$ cat src/inc/tspc_defines.vh
// register indices, reset values and bus codes of the timer/serial pin control block
`ifndef TSPC_DEFINES_VH
`define TSPC_DEFINES_VH

// register indices; the byte address on the bus is four times the index
`define TSPC_IDX_TPORT_OUTPUT_VALUE   6'h00
`define TSPC_IDX_TPORT_PIN_READBACK   6'h01
`define TSPC_IDX_TPORT_DIRECTION      6'h02
`define TSPC_IDX_TPORT_DRIVE_STRENGTH 6'h03
`define TSPC_IDX_TPORT_PULL_ENABLE    6'h04
`define TSPC_IDX_TPORT_PULL_POLARITY  6'h05
`define TSPC_IDX_SPORT_OUTPUT_VALUE   6'h08
`define TSPC_IDX_SPORT_PIN_READBACK   6'h09
`define TSPC_IDX_SPORT_DIRECTION      6'h0A
`define TSPC_IDX_SPORT_DRIVE_STRENGTH 6'h0B
`define TSPC_IDX_SPORT_PULL_ENABLE    6'h0C
`define TSPC_IDX_SPORT_PULL_POLARITY  6'h0D
`define TSPC_IDX_SPORT_OPEN_DRAIN     6'h0E
`define TSPC_IDX_IRQ_STATUS           6'h10
`define TSPC_IDX_IRQ_MASK             6'h11

// reset values
`define TSPC_RST_ZERO8        8'h00
`define TSPC_RST_SPORT_PULLEN 8'hFF
`define TSPC_RST_IRQ          2'h0

// interrupt status bit positions
`define TSPC_IRQ_TPORT_BIT 0
`define TSPC_IRQ_SPORT_BIT 1

// address slice that selects the register index
`define TSPC_IDX_MSB 7
`define TSPC_IDX_LSB 2

// response codes
`define TSPC_RESP_OKAY   2'h0
`define TSPC_RESP_SLVERR 2'h2

`endif

$ cat src/design/tspc_pin_port.v
// one port of pin drivers, pull control, pin synchronisers and edge events
`timescale 1ns/100ps
module tspc_pin_port #(
   parameter W = 8,
   parameter HAS_IE = 0
) (
   input wire clk_i,               // bus clock
   input wire rst_n_i,             // synchronous reset, active low
   input wire ce_i,                // clock enable
   input wire [W-1:0] dir_i,       // effective direction, 1 = output
   input wire [W-1:0] val_i,       // effective output value
   input wire [W-1:0] rdr_i,       // reduced drive bits
   input wire [W-1:0] pe_i,        // pull enable bits
   input wire [W-1:0] ps_i,        // pull select bits
   input wire [W-1:0] od_i,        // open-drain bits
   input wire [W-1:0] ie_i,        // interrupt enable bits
   input wire [W-1:0] pin_i,       // raw pin levels
   output reg [W-1:0] pin_o,       // pin output level
   output reg [W-1:0] pin_oe_o,    // pin output enable
   output reg [W-1:0] low_drive_o, // reduced strength select
   output reg [W-1:0] pull_up_o,   // pull-up enable
   output reg [W-1:0] pull_dn_o,   // pull-down enable
   output reg [W-1:0] sync_o,      // synchronised pin levels
   output wire [W-1:0] edge_o      // pin event, one-cycle pulse
);
   reg [W-1:0] meta_reg;
   reg [W-1:0] prev_reg;
   genvar i;

   generate
      for (i = 0; i < W; i = i + 1) begin : g_pin
         // driver, strength and pull terms of one pin, registered
         always @(posedge clk_i) begin
            if (!rst_n_i) begin
               pin_o[i] <= 1'b0;
               pin_oe_o[i] <= 1'b0;
               low_drive_o[i] <= 1'b0;
               pull_up_o[i] <= 1'b0;
               pull_dn_o[i] <= 1'b0;
            end else if (ce_i) begin
               // open drain never drives high, it only releases the pin
               pin_o[i] <= val_i[i] & ~od_i[i];
               pin_oe_o[i] <= dir_i[i] & ~(od_i[i] & val_i[i]);
               low_drive_o[i] <= dir_i[i] & rdr_i[i];
               pull_up_o[i] <= pe_i[i] & ~ps_i[i] & (~dir_i[i] | od_i[i]);
               pull_dn_o[i] <= pe_i[i] & ps_i[i] & ~dir_i[i];
            end
         end
         // pull select picks the edge only where an enable exists
         if (HAS_IE != 0) begin : g_ie
            assign edge_o[i] = ie_i[i] & (ps_i[i] ? (sync_o[i] & ~prev_reg[i]) :
                                                   (~sync_o[i] & prev_reg[i]));
         end else begin : g_any
            assign edge_o[i] = sync_o[i] ^ prev_reg[i];
         end
      end
   endgenerate

   // two-stage synchroniser; only the second stage is read anywhere
   always @(posedge clk_i) begin
      if (!rst_n_i) begin
         meta_reg <= {W{1'b0}};
         sync_o <= {W{1'b0}};
         prev_reg <= {W{1'b0}};
      end else if (ce_i) begin
         meta_reg <= pin_i;
         sync_o <= meta_reg;
         prev_reg <= sync_o;
      end
   end
endmodule // tspc_pin_port

$ cat src/design/tspc_top.v
// timer port and serial port pin control with an AXI4-Lite register slave
//
// Local design decision: the AXI4-Lite register port.
`timescale 1ns/100ps
`include "tspc_defines.vh"

module tspc_top (
   input wire CLK_I,                 // bus clock, 100 MHz
   input wire RST_N_I,               // synchronous reset, active low
   input wire CE_I,                  // clock enable, freezes state when low
   input wire [7:0] S_AXI_AWADDR_I,  // write address
   input wire S_AXI_AWVALID_I,       // write address valid
   output reg S_AXI_AWREADY_O,       // write address ready
   input wire [31:0] S_AXI_WDATA_I,  // write data
   input wire [3:0] S_AXI_WSTRB_I,   // write strobes
   input wire S_AXI_WVALID_I,        // write data valid
   output reg S_AXI_WREADY_O,        // write data ready
   output reg [1:0] S_AXI_BRESP_O,   // write response
   output reg S_AXI_BVALID_O,        // write response valid
   input wire S_AXI_BREADY_I,        // write response ready
   input wire [7:0] S_AXI_ARADDR_I,  // read address
   input wire S_AXI_ARVALID_I,       // read address valid
   output reg S_AXI_ARREADY_O,       // read address ready
   output reg [31:0] S_AXI_RDATA_O,  // read data
   output reg [1:0] S_AXI_RRESP_O,   // read response
   output reg S_AXI_RVALID_O,        // read data valid
   input wire S_AXI_RREADY_I,        // read data ready
   output reg IRQ_O,                 // level interrupt
   input wire [7:0] TPORT_PIN_I,     // timer port pin levels
   output wire [7:0] TPORT_PIN_O,    // timer port pin drive value
   output wire [7:0] TPORT_PIN_OE_O, // timer port output enables
   output wire [7:0] TPORT_LOW_DRIVE_O, // timer port reduced drive
   output wire [7:0] TPORT_PULL_UP_O,   // timer port pull-ups
   output wire [7:0] TPORT_PULL_DN_O,   // timer port pull-downs
   input wire [7:0] TIMER_OC_EN_I,   // output compare enables
   input wire [7:0] TIMER_OC_VAL_I,  // output compare levels
   output wire [7:0] TIMER_CAPTURE_O, // synchronised pins to capture
   input wire [7:0] SPORT_PIN_I,     // serial port pin levels
   output wire [7:0] SPORT_PIN_O,    // serial port pin drive value
   output wire [7:0] SPORT_PIN_OE_O, // serial port output enables
   output wire [7:0] SPORT_LOW_DRIVE_O, // serial port reduced drive
   output wire [7:0] SPORT_PULL_UP_O,   // serial port pull-ups
   output wire [7:0] SPORT_PULL_DN_O,   // serial port pull-downs
   input wire SPI_EN_I,              // synchronous serial unit enabled
   input wire [3:0] SPI_OE_I,        // its direction for pins 7:4
   input wire [3:0] SPI_OUT_I,       // its output levels for pins 7:4
   output wire [3:0] SPI_IN_O,       // synchronised pins 7:4
   input wire [1:0] SCI_TX_EN_I,     // async tx enables, ch1 pin3, ch0 pin1
   input wire [1:0] SCI_TXD_I,       // async tx levels
   input wire [1:0] SCI_RX_EN_I,     // async rx enables, ch1 pin2, ch0 pin0
   output wire [1:0] SCI_RXD_O       // synchronised rx pins
);
   reg [7:0] tport_output_value_reg;
   reg [7:0] tport_direction_reg;
   reg [7:0] tport_drive_strength_reg;
   reg [7:0] tport_pull_enable_reg;
   reg [7:0] tport_pull_polarity_reg;
   reg [7:0] sport_output_value_reg;
   reg [7:0] sport_direction_reg;
   reg [7:0] sport_drive_strength_reg;
   reg [7:0] sport_pull_enable_reg;
   reg [7:0] sport_pull_polarity_reg;
   reg [7:0] sport_open_drain_reg;
   reg [1:0] irq_status_reg;
   reg [1:0] irq_mask_reg;
   reg aw_have_reg;
   reg w_have_reg;
   reg [5:0] aw_idx_reg;
   reg [7:0] w_data_reg;
   reg w_lane_reg;
   reg [7:0] rd_byte;
   reg rd_ok;
   reg [7:0] t_dir;
   reg [7:0] t_val;
   reg [7:0] s_dir;
   reg [7:0] s_val;
   reg [1:0] irq_status_next;
   wire [7:0] t_sync;
   wire [7:0] s_sync;
   wire [7:0] t_edge;
   wire [7:0] s_edge;
   wire aw_go;
   wire w_go;
   wire do_write;
   wire [5:0] ar_idx;
   wire wr_ok;

   // timer port: output compare takes the pin without touching the stored direction
   always @* begin
      t_dir = TIMER_OC_EN_I | tport_direction_reg;
      t_val = (TIMER_OC_EN_I & TIMER_OC_VAL_I) |
              (~TIMER_OC_EN_I & tport_output_value_reg);
   end

   // serial port: the synchronous unit, then the async channels, override direction
   always @* begin
      s_dir = sport_direction_reg;
      s_val = sport_output_value_reg;
      if (SPI_EN_I) begin
         s_dir[7:4] = SPI_OE_I;
         s_val[7:4] = SPI_OUT_I;
      end
      // tx/rx own pins 3:0
      if (SCI_TX_EN_I[1]) begin
         s_dir[3] = 1'b1;
         s_val[3] = SCI_TXD_I[1];
      end
      if (SCI_TX_EN_I[0]) begin
         s_dir[1] = 1'b1;
         s_val[1] = SCI_TXD_I[0];
      end
      if (SCI_RX_EN_I[1]) begin
         s_dir[2] = 1'b0;
      end
      if (SCI_RX_EN_I[0]) begin
         s_dir[0] = 1'b0;
      end
   end

   // timer port pins; no open drain and no interrupt enable on this port
   tspc_pin_port #(.W(8), .HAS_IE(0)) u_tport (
      .clk_i(CLK_I),
      .rst_n_i(RST_N_I),
      .ce_i(CE_I),
      .dir_i(t_dir),
      .val_i(t_val),
      .rdr_i(tport_drive_strength_reg),
      .pe_i(tport_pull_enable_reg),
      .ps_i(tport_pull_polarity_reg),
      .od_i(8'h00),
      .ie_i(8'h00),
      .pin_i(TPORT_PIN_I),
      .pin_o(TPORT_PIN_O),
      .pin_oe_o(TPORT_PIN_OE_O),
      .low_drive_o(TPORT_LOW_DRIVE_O),
      .pull_up_o(TPORT_PULL_UP_O),
      .pull_dn_o(TPORT_PULL_DN_O),
      .sync_o(t_sync),
      .edge_o(t_edge)
   );

   // serial port pins; open drain also covers the peripheral outputs
   tspc_pin_port #(.W(8), .HAS_IE(0)) u_sport (
      .clk_i(CLK_I),
      .rst_n_i(RST_N_I),
      .ce_i(CE_I),
      .dir_i(s_dir),
      .val_i(s_val),
      .rdr_i(sport_drive_strength_reg),
      .pe_i(sport_pull_enable_reg),
      .ps_i(sport_pull_polarity_reg),
      .od_i(sport_open_drain_reg),
      .ie_i(8'h00),
      .pin_i(SPORT_PIN_I),
      .pin_o(SPORT_PIN_O),
      .pin_oe_o(SPORT_PIN_OE_O),
      .low_drive_o(SPORT_LOW_DRIVE_O),
      .pull_up_o(SPORT_PULL_UP_O),
      .pull_dn_o(SPORT_PULL_DN_O),
      .sync_o(s_sync),
      .edge_o(s_edge)
   );

   // peripherals read the synchronised pins whatever the direction
   assign TIMER_CAPTURE_O = t_sync;
   assign SPI_IN_O = s_sync[7:4];
   assign SCI_RXD_O = {s_sync[2], s_sync[0]};

   // write channel handshakes; address and data may come in either order
   assign aw_go = S_AXI_AWVALID_I & S_AXI_AWREADY_O;
   assign w_go = S_AXI_WVALID_I & S_AXI_WREADY_O;
   assign do_write = aw_have_reg & w_have_reg & ~S_AXI_BVALID_O;
   // bits 1:0 are ignored
   assign ar_idx = S_AXI_ARADDR_I[`TSPC_IDX_MSB:`TSPC_IDX_LSB];

   // write decode; readback indices are mapped but take no data
   assign wr_ok = (aw_idx_reg <= `TSPC_IDX_TPORT_PULL_POLARITY) ||
                  ((aw_idx_reg >= `TSPC_IDX_SPORT_OUTPUT_VALUE) &&
                   (aw_idx_reg <= `TSPC_IDX_SPORT_OPEN_DRAIN)) ||
                  (aw_idx_reg == `TSPC_IDX_IRQ_STATUS) ||
                  (aw_idx_reg == `TSPC_IDX_IRQ_MASK);

   // write address, data and response sequencing
   always @(posedge CLK_I) begin
      if (!RST_N_I) begin
         aw_have_reg <= 1'b0;
         w_have_reg <= 1'b0;
         aw_idx_reg <= 6'h00;
         w_data_reg <= 8'h00;
         w_lane_reg <= 1'b0;
         S_AXI_AWREADY_O <= 1'b0;
         S_AXI_WREADY_O <= 1'b0;
         S_AXI_BVALID_O <= 1'b0;
         S_AXI_BRESP_O <= `TSPC_RESP_OKAY;
      end else if (CE_I) begin
         if (aw_go) begin
            aw_have_reg <= 1'b1;
            aw_idx_reg <= S_AXI_AWADDR_I[`TSPC_IDX_MSB:`TSPC_IDX_LSB];
         end
         if (w_go) begin
            w_have_reg <= 1'b1;
            w_data_reg <= S_AXI_WDATA_I[7:0];
            w_lane_reg <= S_AXI_WSTRB_I[0];
         end
         // ready drops the cycle a beat is taken and returns after the response
         S_AXI_AWREADY_O <= ~aw_have_reg & ~aw_go & ~S_AXI_BVALID_O & ~do_write;
         S_AXI_WREADY_O <= ~w_have_reg & ~w_go & ~S_AXI_BVALID_O & ~do_write;
         if (do_write) begin
            aw_have_reg <= 1'b0;
            w_have_reg <= 1'b0;
            S_AXI_BVALID_O <= 1'b1;
            S_AXI_BRESP_O <= wr_ok ? `TSPC_RESP_OKAY : `TSPC_RESP_SLVERR;
         end else if (S_AXI_BVALID_O && S_AXI_BREADY_I) begin
            S_AXI_BVALID_O <= 1'b0;
         end
      end
   end

   // configuration registers; only byte lane 0 carries data
   always @(posedge CLK_I) begin
      if (!RST_N_I) begin
         tport_output_value_reg <= `TSPC_RST_ZERO8;
         tport_direction_reg <= `TSPC_RST_ZERO8;
         tport_drive_strength_reg <= `TSPC_RST_ZERO8;
         tport_pull_enable_reg <= `TSPC_RST_ZERO8;
         tport_pull_polarity_reg <= `TSPC_RST_ZERO8;
         sport_output_value_reg <= `TSPC_RST_ZERO8;
         sport_direction_reg <= `TSPC_RST_ZERO8;
         sport_drive_strength_reg <= `TSPC_RST_ZERO8;
         sport_pull_enable_reg <= `TSPC_RST_SPORT_PULLEN;
         sport_pull_polarity_reg <= `TSPC_RST_ZERO8;
         sport_open_drain_reg <= `TSPC_RST_ZERO8;
         irq_mask_reg <= `TSPC_RST_IRQ;
      end else if (CE_I && do_write && w_lane_reg) begin
         case (aw_idx_reg)
            `TSPC_IDX_TPORT_OUTPUT_VALUE: tport_output_value_reg <= w_data_reg;
            `TSPC_IDX_TPORT_DIRECTION: tport_direction_reg <= w_data_reg;
            `TSPC_IDX_TPORT_DRIVE_STRENGTH: tport_drive_strength_reg <= w_data_reg;
            `TSPC_IDX_TPORT_PULL_ENABLE: tport_pull_enable_reg <= w_data_reg;
            `TSPC_IDX_TPORT_PULL_POLARITY: tport_pull_polarity_reg <= w_data_reg;
            `TSPC_IDX_SPORT_OUTPUT_VALUE: sport_output_value_reg <= w_data_reg;
            `TSPC_IDX_SPORT_DIRECTION: sport_direction_reg <= w_data_reg;
            `TSPC_IDX_SPORT_DRIVE_STRENGTH: sport_drive_strength_reg <= w_data_reg;
            `TSPC_IDX_SPORT_PULL_ENABLE: sport_pull_enable_reg <= w_data_reg;
            `TSPC_IDX_SPORT_PULL_POLARITY: sport_pull_polarity_reg <= w_data_reg;
            `TSPC_IDX_SPORT_OPEN_DRAIN: sport_open_drain_reg <= w_data_reg;
            `TSPC_IDX_IRQ_MASK: irq_mask_reg <= w_data_reg[1:0];
            default: irq_mask_reg <= irq_mask_reg; // readback and status: no store
         endcase
      end
   end

   // sticky pin-change status; a new event beats a same-cycle clear
   always @* begin
      irq_status_next = irq_status_reg;
      if (do_write && w_lane_reg && (aw_idx_reg == `TSPC_IDX_IRQ_STATUS)) begin
         irq_status_next = irq_status_reg & ~w_data_reg[1:0];
      end
      irq_status_next[`TSPC_IRQ_TPORT_BIT] = irq_status_next[`TSPC_IRQ_TPORT_BIT] | (|t_edge);
      irq_status_next[`TSPC_IRQ_SPORT_BIT] = irq_status_next[`TSPC_IRQ_SPORT_BIT] | (|s_edge);
   end

   // status register and the masked interrupt level
   always @(posedge CLK_I) begin
      if (!RST_N_I) begin
         irq_status_reg <= `TSPC_RST_IRQ;
         IRQ_O <= 1'b0;
      end else if (CE_I) begin
         irq_status_reg <= irq_status_next;
         // new mask acts an edge later
         IRQ_O <= |(irq_status_next & irq_mask_reg);
      end
   end

   // read mux; pin values come only from the synchroniser outputs
   always @* begin
      rd_byte = 8'h00;
      rd_ok = 1'b1;
      case (ar_idx)
         `TSPC_IDX_TPORT_OUTPUT_VALUE: rd_byte = (tport_direction_reg & tport_output_value_reg) |
                                                 (~tport_direction_reg & t_sync);
         `TSPC_IDX_TPORT_PIN_READBACK: rd_byte = t_sync;
         `TSPC_IDX_TPORT_DIRECTION: rd_byte = tport_direction_reg;
         `TSPC_IDX_TPORT_DRIVE_STRENGTH: rd_byte = tport_drive_strength_reg;
         `TSPC_IDX_TPORT_PULL_ENABLE: rd_byte = tport_pull_enable_reg;
         `TSPC_IDX_TPORT_PULL_POLARITY: rd_byte = tport_pull_polarity_reg;
         `TSPC_IDX_SPORT_OUTPUT_VALUE: rd_byte = (sport_direction_reg & sport_output_value_reg) |
                                                 (~sport_direction_reg & s_sync);
         `TSPC_IDX_SPORT_PIN_READBACK: rd_byte = s_sync;
         `TSPC_IDX_SPORT_DIRECTION: rd_byte = sport_direction_reg;
         `TSPC_IDX_SPORT_DRIVE_STRENGTH: rd_byte = sport_drive_strength_reg;
         `TSPC_IDX_SPORT_PULL_ENABLE: rd_byte = sport_pull_enable_reg;
         `TSPC_IDX_SPORT_PULL_POLARITY: rd_byte = sport_pull_polarity_reg;
         `TSPC_IDX_SPORT_OPEN_DRAIN: rd_byte = sport_open_drain_reg;
         `TSPC_IDX_IRQ_STATUS: rd_byte = {6'h00, irq_status_reg};
         `TSPC_IDX_IRQ_MASK: rd_byte = {6'h00, irq_mask_reg};
         default: rd_ok = 1'b0;
      endcase
   end

   // read channel: one read at a time, data held until taken
   always @(posedge CLK_I) begin
      if (!RST_N_I) begin
         S_AXI_ARREADY_O <= 1'b0;
         S_AXI_RVALID_O <= 1'b0;
         S_AXI_RDATA_O <= 32'h00000000;
         S_AXI_RRESP_O <= `TSPC_RESP_OKAY;
      end else if (CE_I) begin
         if (S_AXI_ARVALID_I && S_AXI_ARREADY_O) begin
            S_AXI_ARREADY_O <= 1'b0;
            S_AXI_RVALID_O <= 1'b1;
            S_AXI_RDATA_O <= {24'h000000, rd_byte};
            S_AXI_RRESP_O <= rd_ok ? `TSPC_RESP_OKAY : `TSPC_RESP_SLVERR;
         end else if (S_AXI_RVALID_O) begin
            if (S_AXI_RREADY_I) begin
               S_AXI_RVALID_O <= 1'b0;
            end
         end else begin
            // one idle cycle first
            S_AXI_ARREADY_O <= 1'b1;
         end
      end
   end
endmodule // tspc_top

$ cat config.mk
export PLATFORM = sky130hd
export DESIGN_NAME = tspc_top
export DESIGN_NICKNAME = d
export VERILOG_FILES = /design/src/design/tspc_pin_port.v /design/src/design/tspc_top.v
export VERILOG_INCLUDE_DIRS = /design/src /design/src/inc
export SDC_FILE = /design/constraint.sdc
export NUM_CORES = 1
export LEC_CHECK = 0
export ABC_AREA = 1
export BUFFER_PORTS_ARGS = -buffer_cell sky130_fd_sc_hd__buf_2
export CORE_ASPECT_RATIO = 0.7
export CORE_UTILIZATION = 55
export DETAILED_ROUTE_END_ITERATION = 12
export PLACE_DENSITY_LB_ADDON = 0.1
export SYNTH_ARGS = -nofsm -noshare
export SYNTH_HDL_FRONTEND = slang
export SYNTH_SLANG_ARGS = --single-unit
$ cat constraint.sdc
create_clock -name CLK_I -period 2.35 [get_ports CLK_I]
set_input_delay 0 -clock CLK_I [delete_from_list [all_inputs] [get_ports CLK_I]]
set_output_delay 0 -clock CLK_I [all_outputs]
set_load 0.02 [all_outputs]
## Yosys cells after proc, flatten, opt, wreduce, memory -nomap -nowiden

Index checks and enable logic that the tools add are counted.

- $add $sub $neg: 0
- $mul: 0
- Divide/modulo/power cells: 0
- Magnitude comparators: 3
- Equality and inequality tests: 27
- Shift-type cells: 0
- Mux-type cells: 24
- Bitwise gates (word level): 210
- Reduce and logical (&&, ||, !) cells: 39

Operator list:

| kind | number |
|---|---|
| 8-bit case mux with 15 select lines | 1 |
| 1-bit AND | 114 |
| 6-bit by 4-bit == test with 1-bit output (second input constant) | 13 |
| 1-bit inverter | 54 |
| 8-bit AND | 6 |
| 2-bit AND reduction | 20 |
| 8-bit bitwise OR | 4 |
| 6-bit by 2-bit == test with 1-bit output (second input constant) | 4 |
| 6-bit by 3-bit == test with 1-bit output (second input constant) | 4 |
| 6-bit by 5-bit == test with 1-bit output (second input constant) | 4 |
| 8-bit inverter | 3 |
| 1-bit 2-to-1 mux | 18 |
| 8-bit OR reduction | 2 |
| 1-bit XOR | 16 |
| 15-bit OR reduction | 1 |
| 6-bit logical NOT | 2 |
| 1-bit bitwise OR | 10 |
| 4-bit 2-to-1 mux | 2 |
| 1-bit logical AND | 7 |
| 6-bit by 1-bit == test with 1-bit output (second input constant) | 1 |
| 6-bit by 4-bit >= comparator with 1-bit output (second input constant) | 1 |
| 6-bit by 3-bit less-or-equal comparator with 1-bit output (second input constant) | 1 |
| 6-bit by 4-bit less-or-equal comparator with 1-bit output (second input constant) | 1 |
| 2-bit 2-to-1 mux | 3 |
| 6 further kinds | 11 |

- Bits in registers: 255
- Bits in latches: 0
- Memory bits (writable): 0
- Memory bits (read-only): 0
- Logic and storage cells: 416
- Memories: 0

## Logic depth before layout (Yosys ltp)

- Word-level depth: 8
- Mapped depth: 11
- Gate-level depth less buffers: 11

## Modules after synthesis

Synthesis repeated with hierarchy kept, for this count alone.

- Cell total of the unflattened synthesis: 1572
- Area, all modules: 11327.1 um^2

Modules (own cells, without submodules):

| module | instances | cells each | area each (um^2) |
|---|---|---|---|
| tspc_top | 1 | 906 | 6319.8 |
| tspc_pin_port | 2 | 333 | 2503.7 |

## Worst setup path before layout

No wires, ideal clock.

- Path type: reg2reg
- Start point: register S_AXI_BVALID_O
- End point: register sport_direction_reg[1]
- Setup time: 0.128 ns
- Arrival time: 1.405 ns
- Slack: 0.817 ns
- Stages on the path, launching flop included: 10
- Cell sequence: dfxtp_1 inv_1 nand3_1 nor2_4 nand2_4 inv_4 nand3_2 buf_2 a21oi_1 nor2_1

- Longest elaborated chain between the ends: 5

RTL lines:

| element | line | text |
|---|---|---|
| start, declared | tspc_top.v:19 | `output reg S_AXI_BVALID_O,` |
| start signal, assigned | tspc_top.v:193 | `S_AXI_BVALID_O <= 1'b0;` |
| start signal, assigned | tspc_top.v:211 | `S_AXI_BVALID_O <= 1'b1;` |
| start signal, assigned | tspc_top.v:214 | `S_AXI_BVALID_O <= 1'b0;` |
| 1-bit inverter | tspc_top.v:172 | `assign do_write = aw_have_reg & w_have_reg & ~S_AXI_BVALID_O;` |
| 1-bit AND | tspc_top.v:172 |  |
| 1-bit logical AND (2 in series) | tspc_top.v:234 | `end else if (CE_I && do_write && w_lane_reg) begin` |
| 2-bit AND reduction (no source line) | n/a |  |
| end signal, assigned | tspc_top.v:228 | `` sport_direction_reg <= `TSPC_RST_ZERO8; `` |
| end signal, assigned | tspc_top.v:242 | `` `TSPC_IDX_SPORT_DIRECTION: sport_direction_reg <= w_data_reg; `` |
| end, declared | tspc_top.v:59 | `reg [7:0] sport_direction_reg;` |

No other way between the ends.
A chain may end at the register's enable or synchronous reset.

## Final worst setup path

- Start point: input TIMER_OC_EN_I[7]
- End point: register u_tport.pin_o[7]

- Longest elaborated chain between the ends: 3

RTL lines:

| element | line | text |
|---|---|---|
| start, declared | tspc_top.v:35 | `input wire [7:0] TIMER_OC_EN_I,` |
| 8-bit inverter | tspc_top.v:92 | `(~TIMER_OC_EN_I & tport_output_value_reg);` |
| 8-bit AND | tspc_top.v:92 |  |
| 8-bit bitwise OR (*) | tspc_top.v:91 | `t_val = (TIMER_OC_EN_I & TIMER_OC_VAL_I) \|` |
| end signal, assigned by index | tspc_pin_port.v:42 | `pin_o[i] <= val_i[i] & ~od_i[i];` |
| end, declared | tspc_pin_port.v:18 | `output reg [W-1:0] pin_o,` |

Mark *: on every way between the ends. The rest lies on a longest branch, timed or not.

==> flow_summary.json <==
{
  "via_per_inst": 5.42,
  "crit_slowest_cell": "dlygate4sd3_1",
  "post_drt_wl_per_cell_um": 17.3,
  "hold_viol_final": 0,
  "antenna_cells": 0,
  "register_area_um2": 5060,
  "r2r_setup_slack_ps": 230,
  "worstSetupEndpointType": "register",
  "crit_buf_inv": 6,
  "syn2layout_area_growth_pct": 24.7,
  "wirelength_um": 35800,
  "cts.clk_slew.worst_paths_ps": 60,
  "clkLatencyLatePin_ps": 520,
  "syn_area_um2": 11100,
  "grt_max_degree": 112,
  "p_leak_nw": 5.97,
  "skew_ps": 10.3,
  "io_pins": 243,
  "rsz0062_at_grt": "false",
  "finalSetupTns_ps": 0,
  "clk_path_buf_depth": 3,
  "nFillCells": 1697,
  "worst_slew_pin_slew_ps": 745,
  "setup_viol": 0,
  "post_synth.cell_area_avg_um2": 7.18,
  "synth.distinct_cells": 35,
  "core_area_um2": 19700,
  "cp_common_cell": "dlygate4sd3_1",
  "die_w_um": 172,
  "post-route-min-period_ps": 2220,
  "power_mw": 9.60,
  "seq_area_frac_synth_pct": 45.7,
  "antenna_found_initial": 0,
  "status": "finished clean",
  "fmax_mhz": 450,
  "num_vias": 11200,
  "rr_startpoint": "S_AXI_WREADY_O$_SDFFE_PN0P_",
  "slew_violations": 0,
  "crit_family": "buffers and inverters",
  "slew_headroom_pct": 50.2,
  "worstPathCellList": "dlygate4sd3_1 -> buf_2 -> nand2_1 -> dlygate4sd3_1 -> nand3_1 -> dlygate4sd3_1 -> o211ai_1 -> dlygate4sd3_1 -> inv_1",
  "required_ps": 2770,
  "ff2ff_path_depth": 6,
  "grt_pass1_vias": 9943,
  "drtIter0Drc": 1053,
  "multi_input_area_um2": 5000,
  "power_density_nw_per_um2": 696,
  "h-tree-depth": 1,
  "syn_inst": 1543,
  "crit_cells": 9,
  "synth_warnings": 0,
  "final_core_util_pct": 69.9,
  "grt_overflow": 0,
  "drive_gt1_share_pct": 14.9,
  "num_rows": 43,
  "die_h_um": 121,
  "hold_path_class": "input port to register",
  "ys_ff_latch": 253,
  "slowest_delay_ps": 590,
  "regToRegEndpoint": "w_data_reg[0]$_SDFFE_PN0P_",
  "cts-buffers-inserted": 24,
  "drc": 0,
  "design_area_um2": 13800,
  "post-place-ws_ps": 458,
  "cts_tree": "yes",
  "finalCritPeriodShare_pct": 94.5,
  "grt_usage_pct": 34.2,
  "start_util_pct": 56.1,
  "cts_sinks": 253,
  "finalWorstSetupSlack_ps": 129,
  "first_pass_iters": 5,
  "dieArea_um2": 20700,
  "dp_hpwl_um": 24600,
  "peakVddDrop_mv": 0.465,
  "grt_pass1_wl_um": 54400,
  "arrival_ps": 2640,
  "path_class": "input port to register",
  "antenna_left": 0,
  "gp_congestion": 0.946,
  "cp-endpoint": "u_tport.pin_o[7]$_SDFFE_PN0P_",
  "postCtsSetupBuffers": 0,
  "clockRootBuffer": "clkbuf_16",
  "place_area_um2": 12000,
  "nNetsFinal": 1889,
  "critPathLaunch": "TIMER_OC_EN_I[7]",
  "cap_violations": 0,
  "io_buffer_count": 185,
  "start_kind": "input port",
  "crit_path_max_fanout": 2
}
## synth_stat cells (all sizes together)
cell,number,area [um2]
a21oi,156,781
clkinv,1,3.75
and3,1,6.26
o2111ai,6,52.6
nor3,15,125
o211ai,24,180
mux2i,4,40.0
nor3b,1,7.51
buf,56,365
o31ai,5,37.5
nand2,337,1270
clkbuf,47,178
inv,147,554
nand4,12,75.1
dfxtp,253,5060
nor2,208,831
nand3,68,350
o22ai,4,25.0
a211oi,42,345
o21ai,155,776
conb,1,3.75
## layout by cell type, fill, tap and decap left out, types with 2 or more instances in the layout
cell type,count
o21ai_0,154
nor3_4,4
buf_2,183
clkinv_2,6
bufinv_16,3
dlygate4sd3_1,95
clkbuf_1,4
conb_1,26
o22ai_1,4
nor2_4,5
buf_12,2
dfxtp_1,253
inv_2,6
nor3_1,10
nor2_1,198
o2111ai_1,6
nand3_1,66
nor2_2,5
a21oi_1,156
o31ai_1,5
buf_4,10
nand3_2,2
clkbuf_16,25
nand4_1,12
nand2_1,336
a211oi_1,36
mux2i_1,4
inv_1,139
clkbuf_8,6
a211oi_2,6
o211ai_1,24
## cell type report
cell class	instances	share of cell area, %
Clock inverter	9	0.897
Timing Repair Buffer	291	14.4
Sequential cell	253	36.7
Multi-Input combinational cell	1064	36.2
Clock buffer	35	5.24
Inverter	148	4.05
Tap cell	270	2.45
## worst register-to-register path, stage by stage, from the launching register on
cell	delay [ps]
dfxtp_1	380
nand3_1	90
buf_4	200
o21ai_0	160
dlygate4sd3_1	580
a21oi_1	40
dlygate4sd3_1	560
## report_power, final
group / leakage (nW) / internal [mW] / switching (mW)
combinational: 3.49 / 0.350 / 0.622
sequential: 2.06 / 4.41 / 0.0946
clock: 0.422 / 2.47 / 1.66
## worst min-delay path by stage
| stage | cells after the start | start | endpoint |
|---|---|---|---|
| CTS | 5 | SPI_EN_I | u_sport.pin_o[6]$_SDFFE_PN0P_ |
| global route | 5 | SPI_EN_I | u_sport.pin_o[4]$_SDFFE_PN0P_ |
| floorplan | 2 | SPORT_PIN_I[0] | u_sport.meta_reg[0]$_SDFFE_PN0P_ |
| detailed placement | 3 | TPORT_PIN_I[3] | u_tport.meta_reg[3]$_SDFFE_PN0P_ |
| global placement | 3 | SPORT_PIN_I[2] | u_sport.meta_reg[2]$_SDFFE_PN0P_ |
| finish | 5 | SPI_EN_I | u_sport.pin_o[6]$_SDFFE_PN0P_ |
## stage by stage
step	hold slack, ps	cells
global placement	221	1931
CTS	17.2	2070
detailed placement	229	1931
finish	26.8	2070
global route	85.1	2070
floorplan	135	1568
## routing by layer
| metal | GRT usage [%] | vias up | part of all wire [%] |
|---|---|---|---|
| met4 | 7.92 | 0 | 2.0 |
| li1 | - | 5499 | - |
| met3 | 5.37 | 52 | 8.9 |
| met2 | 52.5 | 506 | 43 |
| met1 | 50.1 | 5163 | 46 |
| met5 | 0 | - | 0 |
## timing repair
| action | 4_1_cts | 5_1_grt |
|---|---|---|
| resized for setup | 0 | 1 |
| endpoints found under the setup margin | 0 | 1 |
| hold endpoints to repair | 131 | 0 |
| hold buffers | 95 | 0 |
## cell families after synthesis
logic type             after synthesis  share of synthesized area [%]
buffers and inverters              251                           9.94
other                                1                         0.0339
AND/OR/NAND/NOR                    642                           24.1
flip-flops                         253                           45.7
multiplexers                         4                          0.362
AO/OA/AOI/OAI                      392                           19.8
(Power assumes the default switching activity.)
